[src/rtl/pin_mux_map.svh]
`ifndef PIN_MUX_MAP_SVH
`define PIN_MUX_MAP_SVH
// ****************************************************************
// pin function codes
// ****************************************************************
`define P0_FN_GPIO    2'h0
`define P0_FN_CLKOUT  2'h1
`define P0_FN_TIMER   2'h2
`define P1_FN_CD      1'h0
`define P1_FN_GPIO    1'h1
`define P2_FN_UART    2'h0
`define P2_FN_GPIO    2'h1
`define P2_FN_IRQ     2'h2
`define P3_FN_UART    1'h0
`define P3_FN_GPIO    1'h1
`define P4_FN_SDO     2'h0
`define P4_FN_GPIO    2'h1
`define P4_FN_IRQ     2'h2
`define P56_FN_SPI    1'h0
`define P56_FN_GPIO   1'h1
// ****************************************************************
// sizes and reset values
// ****************************************************************
`define SHIFT_BITS    24
`define SHIFT_RST     24'h00_0000
`define SDO_LOAD_RST  24'h00_0000
`define CNT_RST       5'h00
// sync vector {sdi, cs_n, sclk}: idle levels, so reset leaves no false clock edge
`define SYNC_RST      3'h2
`endif

[src/rtl/pin_mux_pkg.sv]
`default_nettype none
`include "pin_mux_map.svh"
package pin_mux_pkg;
  typedef struct packed {
    logic [1:0] p0_fn;
    logic       p1_fn;
    logic [1:0] p2_fn;
    logic       p3_fn;
    logic [1:0] p4_fn;
    logic       p4_oe_en;
    logic       p56_fn;
  } pin_cfg_t;

  typedef struct packed {
    logic [6:0] out;
    logic [6:0] oe;
  } gpio_t;

  typedef struct packed {
    logic [23:0] word;
    logic        valid;
  } spi_word_t;
endpackage
`default_nettype wire

[src/rtl/multipurpose_pin_function_mux.sv]
// What this block does
// - the alarm pin is driven low while an alarm is asserted and released otherwise.
// - pin 0 may be a general pin, the internal clock output or the timer output.
// - after reset pin 1 drives the carrier-detect level out.
// - after reset pin 2 drives the uart transmit data out.
// - in spi-only mode pin 2 may drive the interrupt request.
// - after reset pin 3 is the uart receive input, which this block holds high while pin 3 is not in uart use.
// - pin 4 may be the spi data output, changing on rising serial clock edges while select is low.
// - in uart break mode pin 4 drives the interrupt request, once software has enabled its driver.
// - pin 4 stays released after reset until software enables its driver.
// - after reset pin 5 is spi data in, sampled on falling serial clock edges into a 24-bit register.
// - after reset pin 6 is the spi chip select, and shifting happens only while it is low.
// - while select is high the data output is released and data input is ignored.
// - any pin not driven by its function is released.
`default_nettype none
`include "pin_mux_map.svh"
module multipurpose_pin_function_mux (
  input  wire logic                    mclk,
  input  wire logic                    sys_rst,
  input  wire pin_mux_pkg::pin_cfg_t   cfg_in,
  input  wire logic                    cfg_load,
  input  wire logic                    spi_only_mode,
  input  wire logic                    uart_break_mode,
  input  wire logic                    alarm_active,
  input  wire logic                    clk_1p2288,
  input  wire logic                    timer_out,
  input  wire logic                    carrier_detect,
  input  wire logic                    uart_tx_data,
  input  wire logic                    irq_active,
  input  wire logic [23:0]             sdo_word,
  input  wire logic [6:0]              gpio_out,
  input  wire logic [6:0]              gpio_oe,
  input  wire logic [6:0]              pin_in,
  input  wire logic                    sclk_pin,
  output logic [6:0]                   pin_out,
  output logic [6:0]                   pin_oe,
  output logic                         alarm_n_out,
  output logic                         alarm_n_oe,
  output logic                         uart_receive_input,
  output pin_mux_pkg::spi_word_t       spi_rx,
  output pin_mux_pkg::pin_cfg_t        cfg_state
);
  import pin_mux_pkg::*;

  // ****************************************************************
  // state
  // ****************************************************************
  typedef struct packed {
    pin_cfg_t    cfg;
    logic [2:0]  sclk_s1;
    logic [2:0]  sclk_s2;
    logic        sclk_d;
    logic [23:0] shift;
    logic [23:0] txsh;
    logic [4:0]  cnt;
    spi_word_t   rx;
    gpio_t       pins;
    logic        alarm_oe;
    logic        rxd;
    logic        rx_s1;
    logic        rx_s2;
  } state_t;

  localparam pin_cfg_t CFG_RST = '{p0_fn: `P0_FN_GPIO, p1_fn: `P1_FN_CD, p2_fn: `P2_FN_UART,
                                   p3_fn: `P3_FN_UART, p4_fn: `P4_FN_SDO, p4_oe_en: 1'b0,
                                   p56_fn: `P56_FN_SPI};

  state_t st_r;
  state_t st_nxt;

  logic sclk_q;
  logic cs_n_q;
  logic sdi_q;
  logic sclk_rise;
  logic sclk_fall;
  logic sel;

  // ****************************************************************
  // decoding shared by select and pin releases
  // ****************************************************************
  // pins 5 and 6 switch together, so one test covers both
  function automatic logic spi_pins_on(input pin_cfg_t c);
    return c.p56_fn == `P56_FN_SPI;
  endfunction

  // ****************************************************************
  // synchronisers and edges
  // ****************************************************************
  // synchronised serial clock, select and data in; only stage 2 is read
  assign sclk_q    = st_r.sclk_s2[0];
  assign cs_n_q    = st_r.sclk_s2[1];
  assign sdi_q     = st_r.sclk_s2[2];
  assign sel       = spi_pins_on(st_r.cfg) && !cs_n_q;
  assign sclk_rise = sclk_q && !st_r.sclk_d;
  assign sclk_fall = !sclk_q && st_r.sclk_d;

  always_comb begin
    st_nxt         = st_r;
    st_nxt.rx.valid = 1'b0;
    st_nxt.sclk_s1 = {pin_in[5], pin_in[6], sclk_pin};
    st_nxt.sclk_s2 = st_r.sclk_s1;
    st_nxt.sclk_d  = sclk_q;
    // uart receive pin is asynchronous as well
    st_nxt.rx_s1   = pin_in[3];
    st_nxt.rx_s2   = st_r.rx_s1;
    // only take new selections between frames so sdo never changes mid-word
    if (cfg_load && !sel) begin
      st_nxt.cfg = cfg_in;
    end
    // ****************************************************************
    // serial shifting
    // ****************************************************************
    if (!sel) begin
      st_nxt.cnt  = `CNT_RST;
      st_nxt.txsh = sdo_word;
    end else begin
      if (sclk_fall) begin
        st_nxt.shift = {st_r.shift[22:0], sdi_q};
        if (st_r.cnt == 5'(`SHIFT_BITS - 1)) begin
          st_nxt.cnt      = `CNT_RST;
          st_nxt.rx.word  = {st_r.shift[22:0], sdi_q};
          st_nxt.rx.valid = 1'b1;
        end else begin
          st_nxt.cnt = st_r.cnt + 5'h01;
        end
      end
      if (sclk_rise && st_r.cnt != `CNT_RST) begin
        st_nxt.txsh = {st_r.txsh[22:0], 1'b0};
      end
    end
    // ****************************************************************
    // pin outputs, registered so a change never glitches
    // ****************************************************************
    st_nxt.pins.out = gpio_out;
    st_nxt.pins.oe  = 7'h00;
    case (st_r.cfg.p0_fn)
      `P0_FN_CLKOUT: begin
        st_nxt.pins.out[0] = clk_1p2288;
        st_nxt.pins.oe[0]  = 1'b1;
      end
      `P0_FN_TIMER: begin
        st_nxt.pins.out[0] = timer_out;
        st_nxt.pins.oe[0]  = 1'b1;
      end
      default: st_nxt.pins.oe[0] = gpio_oe[0];
    endcase
    if (st_r.cfg.p1_fn == `P1_FN_CD) begin
      st_nxt.pins.out[1] = carrier_detect;
      st_nxt.pins.oe[1]  = 1'b1;
    end else begin
      st_nxt.pins.oe[1] = gpio_oe[1];
    end
    case (st_r.cfg.p2_fn)
      `P2_FN_UART: begin
        st_nxt.pins.out[2] = uart_tx_data;
        st_nxt.pins.oe[2]  = 1'b1;
      end
      `P2_FN_IRQ: begin
        st_nxt.pins.out[2] = irq_active;
        st_nxt.pins.oe[2]  = spi_only_mode;
      end
      default: st_nxt.pins.oe[2] = gpio_oe[2];
    endcase
    st_nxt.pins.oe[3] = (st_r.cfg.p3_fn == `P3_FN_GPIO) && gpio_oe[3];
    if (st_r.cfg.p4_oe_en) begin
      if (uart_break_mode) begin
        st_nxt.pins.out[4] = irq_active;
        st_nxt.pins.oe[4]  = 1'b1;
      end else begin
        case (st_r.cfg.p4_fn)
          `P4_FN_SDO: begin
            st_nxt.pins.out[4] = st_nxt.txsh[23];
            st_nxt.pins.oe[4]  = sel;
          end
          `P4_FN_IRQ: begin
            st_nxt.pins.out[4] = irq_active;
            st_nxt.pins.oe[4]  = 1'b1;
          end
          default: st_nxt.pins.oe[4] = gpio_oe[4];
        endcase
      end
    end
    st_nxt.pins.oe[5] = !spi_pins_on(st_r.cfg) && gpio_oe[5];
    st_nxt.pins.oe[6] = !spi_pins_on(st_r.cfg) && gpio_oe[6];
    st_nxt.alarm_oe   = alarm_active;
    st_nxt.rxd        = (st_r.cfg.p3_fn == `P3_FN_UART) ? st_r.rx_s2 : 1'b1;
  end

  // ****************************************************************
  // state register
  // ****************************************************************
  always_ff @(posedge mclk or posedge sys_rst) begin
    if (sys_rst) begin
      st_r          <= '0;
      st_r.cfg      <= CFG_RST;
      st_r.sclk_s1  <= `SYNC_RST;
      st_r.sclk_s2  <= `SYNC_RST;
      // idle high, so the uart sees no start bit coming out of reset
      st_r.rx_s1    <= 1'b1;
      st_r.rx_s2    <= 1'b1;
      st_r.shift    <= `SHIFT_RST;
      st_r.txsh     <= `SDO_LOAD_RST;
      st_r.rxd      <= 1'b1;
    end else begin
      st_r <= st_nxt;
    end
  end

  // ****************************************************************
  // outputs
  // ****************************************************************
  assign pin_out            = st_r.pins.out;
  assign pin_oe             = st_r.pins.oe;
  // open drain: only the enable ever moves
  assign alarm_n_out        = 1'b0;
  assign alarm_n_oe         = st_r.alarm_oe;
  assign uart_receive_input = st_r.rxd;
  assign spi_rx             = st_r.rx;
  assign cfg_state          = st_r.cfg;
endmodule
`default_nettype wire

[config.mk]
export PLATFORM = sky130hd
export DESIGN_NAME = multipurpose_pin_function_mux
export DESIGN_NICKNAME = d
export VERILOG_FILES = /design/src/rtl/pin_mux_pkg.sv /design/src/rtl/multipurpose_pin_function_mux.sv
export VERILOG_INCLUDE_DIRS = /design/src /design/src/rtl
export SDC_FILE = /design/constraint.sdc
export NUM_CORES = 1
export LEC_CHECK = 0
export BUFFER_PORTS_ARGS = -buffer_cell sky130_fd_sc_hd__buf_4
export CAP_MARGIN = 15
export CELL_PAD_IN_SITES_DETAIL_PLACEMENT = 2
export CELL_PAD_IN_SITES_GLOBAL_PLACEMENT = 2
export CORE_ASPECT_RATIO = 0.75
export CORE_MARGIN = 2
export CORE_UTILIZATION = 35
export DETAILED_ROUTE_END_ITERATION = 10
export HOLD_SLACK_MARGIN = 0.03
export PLACE_DENSITY_LB_ADDON = 0.05
export SYNTH_ARGS = -nofsm -noshare
export SYNTH_HDL_FRONTEND = slang
export SYNTH_SLANG_ARGS = --single-unit
[constraint.sdc]
create_clock -name mclk -period 3.3 [get_ports mclk]
set_clock_uncertainty 0.1 [all_clocks]
set_input_delay 0 -clock mclk [delete_from_list [all_inputs] [get_ports mclk]]
set_output_delay 0 -clock mclk [all_outputs]
set_load 0.005 [all_outputs]
# After elaboration in Yosys (flattened, before gate mapping)
# Cells that the tools add are included.
# word_totals
ff_bits	112
in_bits	67
# op_classes
addsub	1
eq_ne	7
mux	19
bitwise	1
n_reduce_logical	18
# ops
cell	count
$mux W30	1
$mux W29	1
$mux W25	1
$mux W24	1
$pmux W1 S2	5
$mux W1	9
$logic_and A1 B1 Y1	8
$eq A2 B2 Y1 const B	3
$add A5 B1 Y5 const B	1
$eq A5 B5 Y1 const B	1
$mux W5	1
$reduce_bool A5 Y1	1
$logic_not A1 Y1	4
$logic_not A2 Y1	2
$reduce_and A3 Y1	1
$eq A2 B1 Y1 const B	1
$ne A2 B1 Y1 const B	1
$ne A2 B2 Y1 const B	1
$reduce_and A2 Y1	1
$reduce_or A2 Y1	1
$not A1 Y1	1

# Longest topological paths before layout
# Gate-level depths: netlist of the first run.
# logic_depth
depth_word	8
ltp_mapped	8
ltp_nobuf	6

# Worst setup path after synthesis of the first run
# OpenSTA, ideal clock, no wires.
# synth_path
kind	register to register
from	register st_r[43] in the netlist's numbering
to	register st_r, in the netlist spi_rx[10]
setup_ns	0.125
arrival_ns	1.530
required_ns	3.075
slack_ns	1.544
path_stages_with_launch	7
cell_sequence	dfrtp_1 ha_1 and4b_4 and3_4 buf_6 buf_12 mux2_4
# synth_via
elab_chain_len	2
# synth_lines
element	line_no	text
from (decl)	multipurpose_pin_function_mux.sv:68	state_t st_r;
from (signal assigned)	multipurpose_pin_function_mux.sv:205	st_r <= st_nxt;
$eq A5 B5 Y1	multipurpose_pin_function_mux.sv:119	if (st_r.cnt == 5'(`SHIFT_BITS - 1)) begin
$reduce_and A3 Y1 (no line)	n/a	
# Every way passes these cells.
# A chain may end at the register's enable or synchronous reset.

==> results.sh, run 1 <==
export IMPL_routedWlPerCell_um=15.5
export IMPL_synth_nets=442
export IMPL_path_class="flop to flop"
export IMPL_rsz0062_at_grt="false"
export IMPL_yosysTopAreaCellShare_pct=54.6
export IMPL_worstSetupEndpointType="flop"
export IMPL_wl_met2_mm=5.38
export IMPL_cts_tree="built"
export IMPL_grt_overflow_total=0
export IMPL_post_place_cells=598
export IMPL_clk_pin_slew_ps=70
export IMPL_start_util_pct=35.8
export IMPL_numCtsBuffers=9
export IMPL_die_y_um=106
export IMPL_clk_path_buf_depth=2
export IMPL_min_period_ps=2690
export IMPL_period_share_pct=81.5
export IMPL_max_cap_violations=0
export IMPL_finalHoldViolCount=0
export IMPL_yosys_warnings=0
export IMPL_fp_coreArea_um2=13700
export IMPL_setup_viol=0
export IMPL_slowest_stage="dlygate4sd3_1"
export IMPL_synth_cell_types=39
export IMPL_diodes=0
export IMPL_num_rows=37
export IMPL_p_per_area_nw_per_um2=487
export IMPL_tns_ps=0
export IMPL_max_stage_delay_ps=550
export IMPL_synth_top_area_cell="dfrtp_1"
export IMPL_layoutNonFillerInstCount=673
export IMPL_hold_class="primary input to flop"
export IMPL_ys_seq_area_share_pct=57.3
export IMPL_tightest_slew_ps=779
export IMPL_slew_headroom_pct=48.0
export IMPL_antenna_found_initial=0
export IMPL_port_buffers=113
export IMPL_critPathMaxFanout=24
export IMPL_worstSetupStartpointType="flop"
export IMPL_slew_violations=0
export IMPL_status="complete, no violations"
export IMPL_power_leakage_nw=3.03
export IMPL_first_global_vias=3496
export IMPL_place_gp_congestion=0.714
export IMPL_synthCells=371
export IMPL_grt_total_usage_pct=14.9
export IMPL_die_area_um2=15000
export IMPL_cp_required_ps=3420
export IMPL_vias_per_cell=4.57
export IMPL_path_cells="inv_1 -> ha_1 -> nor4b_2 -> nor3b_4 -> buf_4 -> mux2i_1 -> a221o_1 -> dlygate4sd3_1"
export IMPL_dr_total_vias=3076
export IMPL_drt_pre_antenna_iters=4
export IMPL_grt_pass1_wl_mm=17.7
export IMPL_ys_seq_elements=112
export IMPL_post_cts_buffers=0
export IMPL_clock_sinks=112
export IMPL_ir_worst_vdd_uv=284
export IMPL_postRouteAntennaNets=0
export IMPL_worstPathArrival_ps=2810
export IMPL_dp_hpwl_mm=6.54
export IMPL_areaGrowthSynthToFinish_pct=30.7
export IMPL_cts_max_level=3
export IMPL_final_core_util_pct=46.7
export IMPL_drc_errors=0
export IMPL_highest_layer="met4"
export IMPL_drive_gt1_share_pct=41.4
export IMPL_total_power_mw=3.12
export IMPL_num_nets_final=564
export IMPL_ios=119
export IMPL_clk_latency_ps=340
export IMPL_dr_wl_met3_um=337
export IMPL_wl_met1_mm=4.65
export IMPL_wl_mm=10.5
export IMPL_clockRootBuffer="clkbuf_16"
export IMPL_first_iter_violations=100
export IMPL_ys_top_cells_by_area="dfrtp_1 (55%), mux2_2 (9.0%), buf_4 (8.0%)"
export IMPL_die_x_um=141
export IMPL_max_freq_ghz=0.372
export IMPL_grt_max_degree=63
export IMPL_synth_area_per_cell_um2=13.2
export IMPL_netlist_area_um2=4900
per-stage QoR:
step,cell area [um^2],hold WS (ps),setup WS [ps]
after floorplan,4900,-95.5,249
after global placement,5510,9.78,1170
after detailed placement,5510,9.97,1140
after CTS,6400,60.5,583
after global routing,6400,115,471
final,6400,59.5,611
synth_stat cells, drive strengths merged:
cell and number:
o21a 2, nand2 32, dfstp 5, buf 60, nor3 2, xor2 1, clkbuf 4, and4b 1
nand4 1, mux2 58, and3 1, a221o 1, nor3b 2, or2 2, nand2b 3, inv 7
nor4b 1, a21oi 7, nor2 8, and2 3, dfrtp 107, a2bb2oi 1, a22oi 1, nand3b 1
o21ai 28, conb 1, and2b 1, or4b 1, ha 4, mux2i 25
where the power goes:
group / switching, mW / internal (mW)
sequential: 0.0889 / 1.50
combinational: 0.182 / 0.273
clock: 0.524 / 0.552
total: 0.795 / 2.33
worst max-delay path, delay by kind of cell (launching register included):
kind	cells	cell delay [ps]
AOI/OAI and AO/OA	1	330
adders and majority gates	1	180
buffers and inverters	3	1000
DFF	1	420
muxes	1	180
and+or+nand+nor	2	360
layout make-up:
type | instances | area (um^2)
Clock buffer | 10 | 239
Clock inverter | 6 | 61.3
Fill cell | 1331 | 7300
Inverter | 7 | 28.8
Multi-Input combinational cell | 188 | 1570
Sequential cell | 112 | 2810
Tap cell | 175 | 219
Timing Repair Buffer | 175 | 1470
per-layer routing:
metal | vias to the layer above | global-route usage (%)
met3 | 11 | 3.33
met4 | 0 | 3.43
met1 | 1554 | 18.4
met2 | 66 | 26.7
li1 | 1445 | -
met5 | - | 0
kinds of logic after synthesis:
group / Yosys count / share of synthesized area, %
AO/OA/AOI/OAI: 40 / 4.42
XOR/XNOR: 1 / 0.179
adder cells (fa/ha/maj): 4 / 1.02
buffers and inverters: 71 / 10.7
flip-flops: 112 / 57.3
multiplexers: 83 / 19.9
other: 1 / 0.0765
AND/OR/NAND/NOR: 59 / 6.38
worst paths after layout:
path / start / depth (start not counted) / slack [ps] / end
hold / removal: sdo_word[23] / 4 / 60 / st_r[71]
setup reg to reg: st_r[43] / 8 / 610 / pin_out[4]
max in group asynchronous: sys_rst / 4 / 2000 / st_nxt[98]
setup / recovery: st_r[43] / 8 / 610 / pin_out[4]
min in group asynchronous: sys_rst / 3 / 260 / pin_out[5]
hold reg to reg: st_nxt[99] / 0 / 250 / sdi_q
placed cells by master, fill, tap and decap left out, types with 6 or more instances in the layout:
cell type / count
buf_4: 115
dfrtp_1: 107
dlygate4sd3_1: 59
mux2_2: 39
nand2_1: 31
o21ai_0: 28
mux2i_1: 25
mux2_4: 19
clkbuf_16: 9
nor2_1: 7
a21oi_1: 7
inv_1: 6
sequential cells by signal, summed over array words and instances (netlist names), 4 cells and up:
| register | flops |
|---|---|
| st_nxt | 4 |
| spi_rx | 25 |
| st_r | 54 |
| cfg_state | 10 |
| pin_out | 7 |
| pin_oe | 7 |
repair_timing:
item                      CTS  global route
gates resized for setup     0             0
hold buffers               59             0
hold endpoints to repair  110             0
(Power assumes the default switching activity.)
==> run 2: changes to the inputs <==
--- a/config.mk
+++ b/config.mk
@@ -12,7 +12,7 @@
 export CELL_PAD_IN_SITES_GLOBAL_PLACEMENT = 2
 export CORE_ASPECT_RATIO = 0.75
 export CORE_MARGIN = 2
-export CORE_UTILIZATION = 35
+export CORE_UTILIZATION = 32
 export DETAILED_ROUTE_END_ITERATION = 10
 export HOLD_SLACK_MARGIN = 0.03
 export PLACE_DENSITY_LB_ADDON = 0.05
==> constraint.sdc (replaced) <==
create_clock -name mclk -period 2.2 [get_ports mclk]
set_clock_uncertainty 0.1 [all_clocks]
set_input_delay 0 -clock mclk [delete_from_list [all_inputs] [get_ports mclk]]
set_output_delay 0 -clock mclk [all_outputs]
set_load 0.005 [all_outputs]
==> results.sh, run 2 (synthesis results as in run 1) <==
export IMPL_max_cap_violations=0
export IMPL_num_nets_final=568
export IMPL_p_per_area_nw_per_um2=710
export IMPL_slew_violations=0
export IMPL_clk_latency_ps=340
export IMPL_total_power_mw=4.61
export IMPL_start_util_pct=32.4
export IMPL_hold_class="primary input to flop"
export IMPL_clk_pin_slew_ps=70
export IMPL_reg2reg_slack_ps=280
export IMPL_diodes=0
export IMPL_tns_ps=0
export IMPL_status="complete, no violations"
export IMPL_min_period_ps=1920
export IMPL_cts_hold_buf=59
export IMPL_place_gp_congestion=0.697
export IMPL_ctsResizeCount=0
export IMPL_worstSetupEndpointType="flop"
export IMPL_vias_per_cell=4.36
export IMPL_whs_ps=48.2
export IMPL_drive_gt1_share_pct=41.4
export IMPL_final_common_cell="buf_4"
export IMPL_first_iter_violations=100
export IMPL_antenna_found_initial=0
export IMPL_first_global_vias=3531
export IMPL_final_cell_mix="buf_4 (116), dfrtp_1 (107), dlygate4sd3_1 (59)"
export IMPL_die_y_um=111
export IMPL_ir_worst_vdd_uv=428
export IMPL_worstPathArrival_ps=2020
export IMPL_grt_overflow_total=0
export IMPL_post_cts_buffers=0
export IMPL_grt_total_usage_pct=13.6
export IMPL_wl_mm=10.3
export IMPL_num_rows=39
export IMPL_power_leakage_nw=3.04
export IMPL_largest_register="st_r"
export IMPL_setup_viol=0
export IMPL_rsz0062_at_grt="false"
export IMPL_grt_pass1_wl_mm=17.9
export IMPL_ios=119
export IMPL_grt_max_degree=60
export IMPL_drc_errors=0
export IMPL_clock_sinks=112
export IMPL_period_share_pct=87.1
export IMPL_drt_pre_antenna_iters=3
export IMPL_worstSetupStartpointType="flop"
export IMPL_setup_ws_ps=283
export IMPL_clk_path_buf_depth=2
export IMPL_pre_cts_ws_ps=262
export IMPL_port_buffers=113
export IMPL_dr_total_vias=3082
export IMPL_numCtsBuffers=9
export IMPL_path_class="flop to flop"
export IMPL_die_x_um=147
export IMPL_routedWlPerCell_um=14.5
export IMPL_fp_coreArea_um2=15100
export IMPL_largest_reg_flops=54
export IMPL_max_freq_ghz=0.522
export IMPL_die_area_um2=16300
export IMPL_cp_required_ps=2310
export IMPL_cts_tree="built"
export IMPL_cts_max_level=3
export IMPL_areaGrowthSynthToFinish_pct=32.4
export IMPL_finalHoldViolCount=0
export IMPL_postRouteAntennaNets=0
export IMPL_clockRootBuffer="clkbuf_16"
export IMPL_dp_hpwl_mm=6.76
export IMPL_critPathMaxFanout=23
[run 2: layer usage]
metal	part of all wire, %	vias to the layer above	track usage (%)	wire [um]
met3	3.7	8	3.62	381
met2	51	61	23.7	5240
met1	44	1562	17.0	4540
met5	0	-	0	0
met4	0.92	0	2.69	94
li1	-	1451	-	-
[run 2: worst paths after layout]
kind                              startpoint          to  depth (start not counted)
max in group asynchronous            sys_rst      cs_n_q                          4
worst max register to register      st_r[43]    st_r[54]                          7
worst min register to register    st_nxt[97]      sclk_q                          0
worst min-delay path            sdo_word[23]    st_r[71]                          4
min in group asynchronous            sys_rst  pin_out[5]                          3
worst max-delay path                st_r[43]    st_r[54]                          7
[run 2: where the power goes]
part           total [mW]  switching (mW)  internal [mW]  leakage, nW
sequential           2.38           0.132           2.25         1.42
clock                1.55           0.767          0.786        0.131
combinational       0.673           0.266          0.407         1.48
[run 2: final cells by class]
cell class                      instances  area [um^2]
Tap cell                              205          256
Clock inverter                          6         52.6
Fill cell                            1547         8640
Multi-Input combinational cell        188         1570
Sequential cell                       112         2810
Timing Repair Buffer                  179         1540
Inverter                                7         30.0
Clock buffer                           10          229
[run 2: metrics by stage]
| step | cells | instance area [um^2] | utilization, % |
|---|---|---|---|
| 2_1_floorplan | 371 | 4900 | - |
| 3_3_place_gp | 632 | 5620 | 37.1 |
| 3_5_place_dp | 632 | 5620 | 37.1 |
| 4_1_cts | 707 | 6490 | 42.9 |
| 5_1_grt | 707 | 6490 | 42.9 |
| 6_report | 707 | 6490 | 42.9 |
[run 2: worst max-delay path: stages (launching register included)]
cell and delay, ps:
dfrtp_1 410, inv_1 60, ha_1 200, nor4b_2 170, nor3b_4 260, buf_12 230
mux2i_1 230, o21ai_0 100
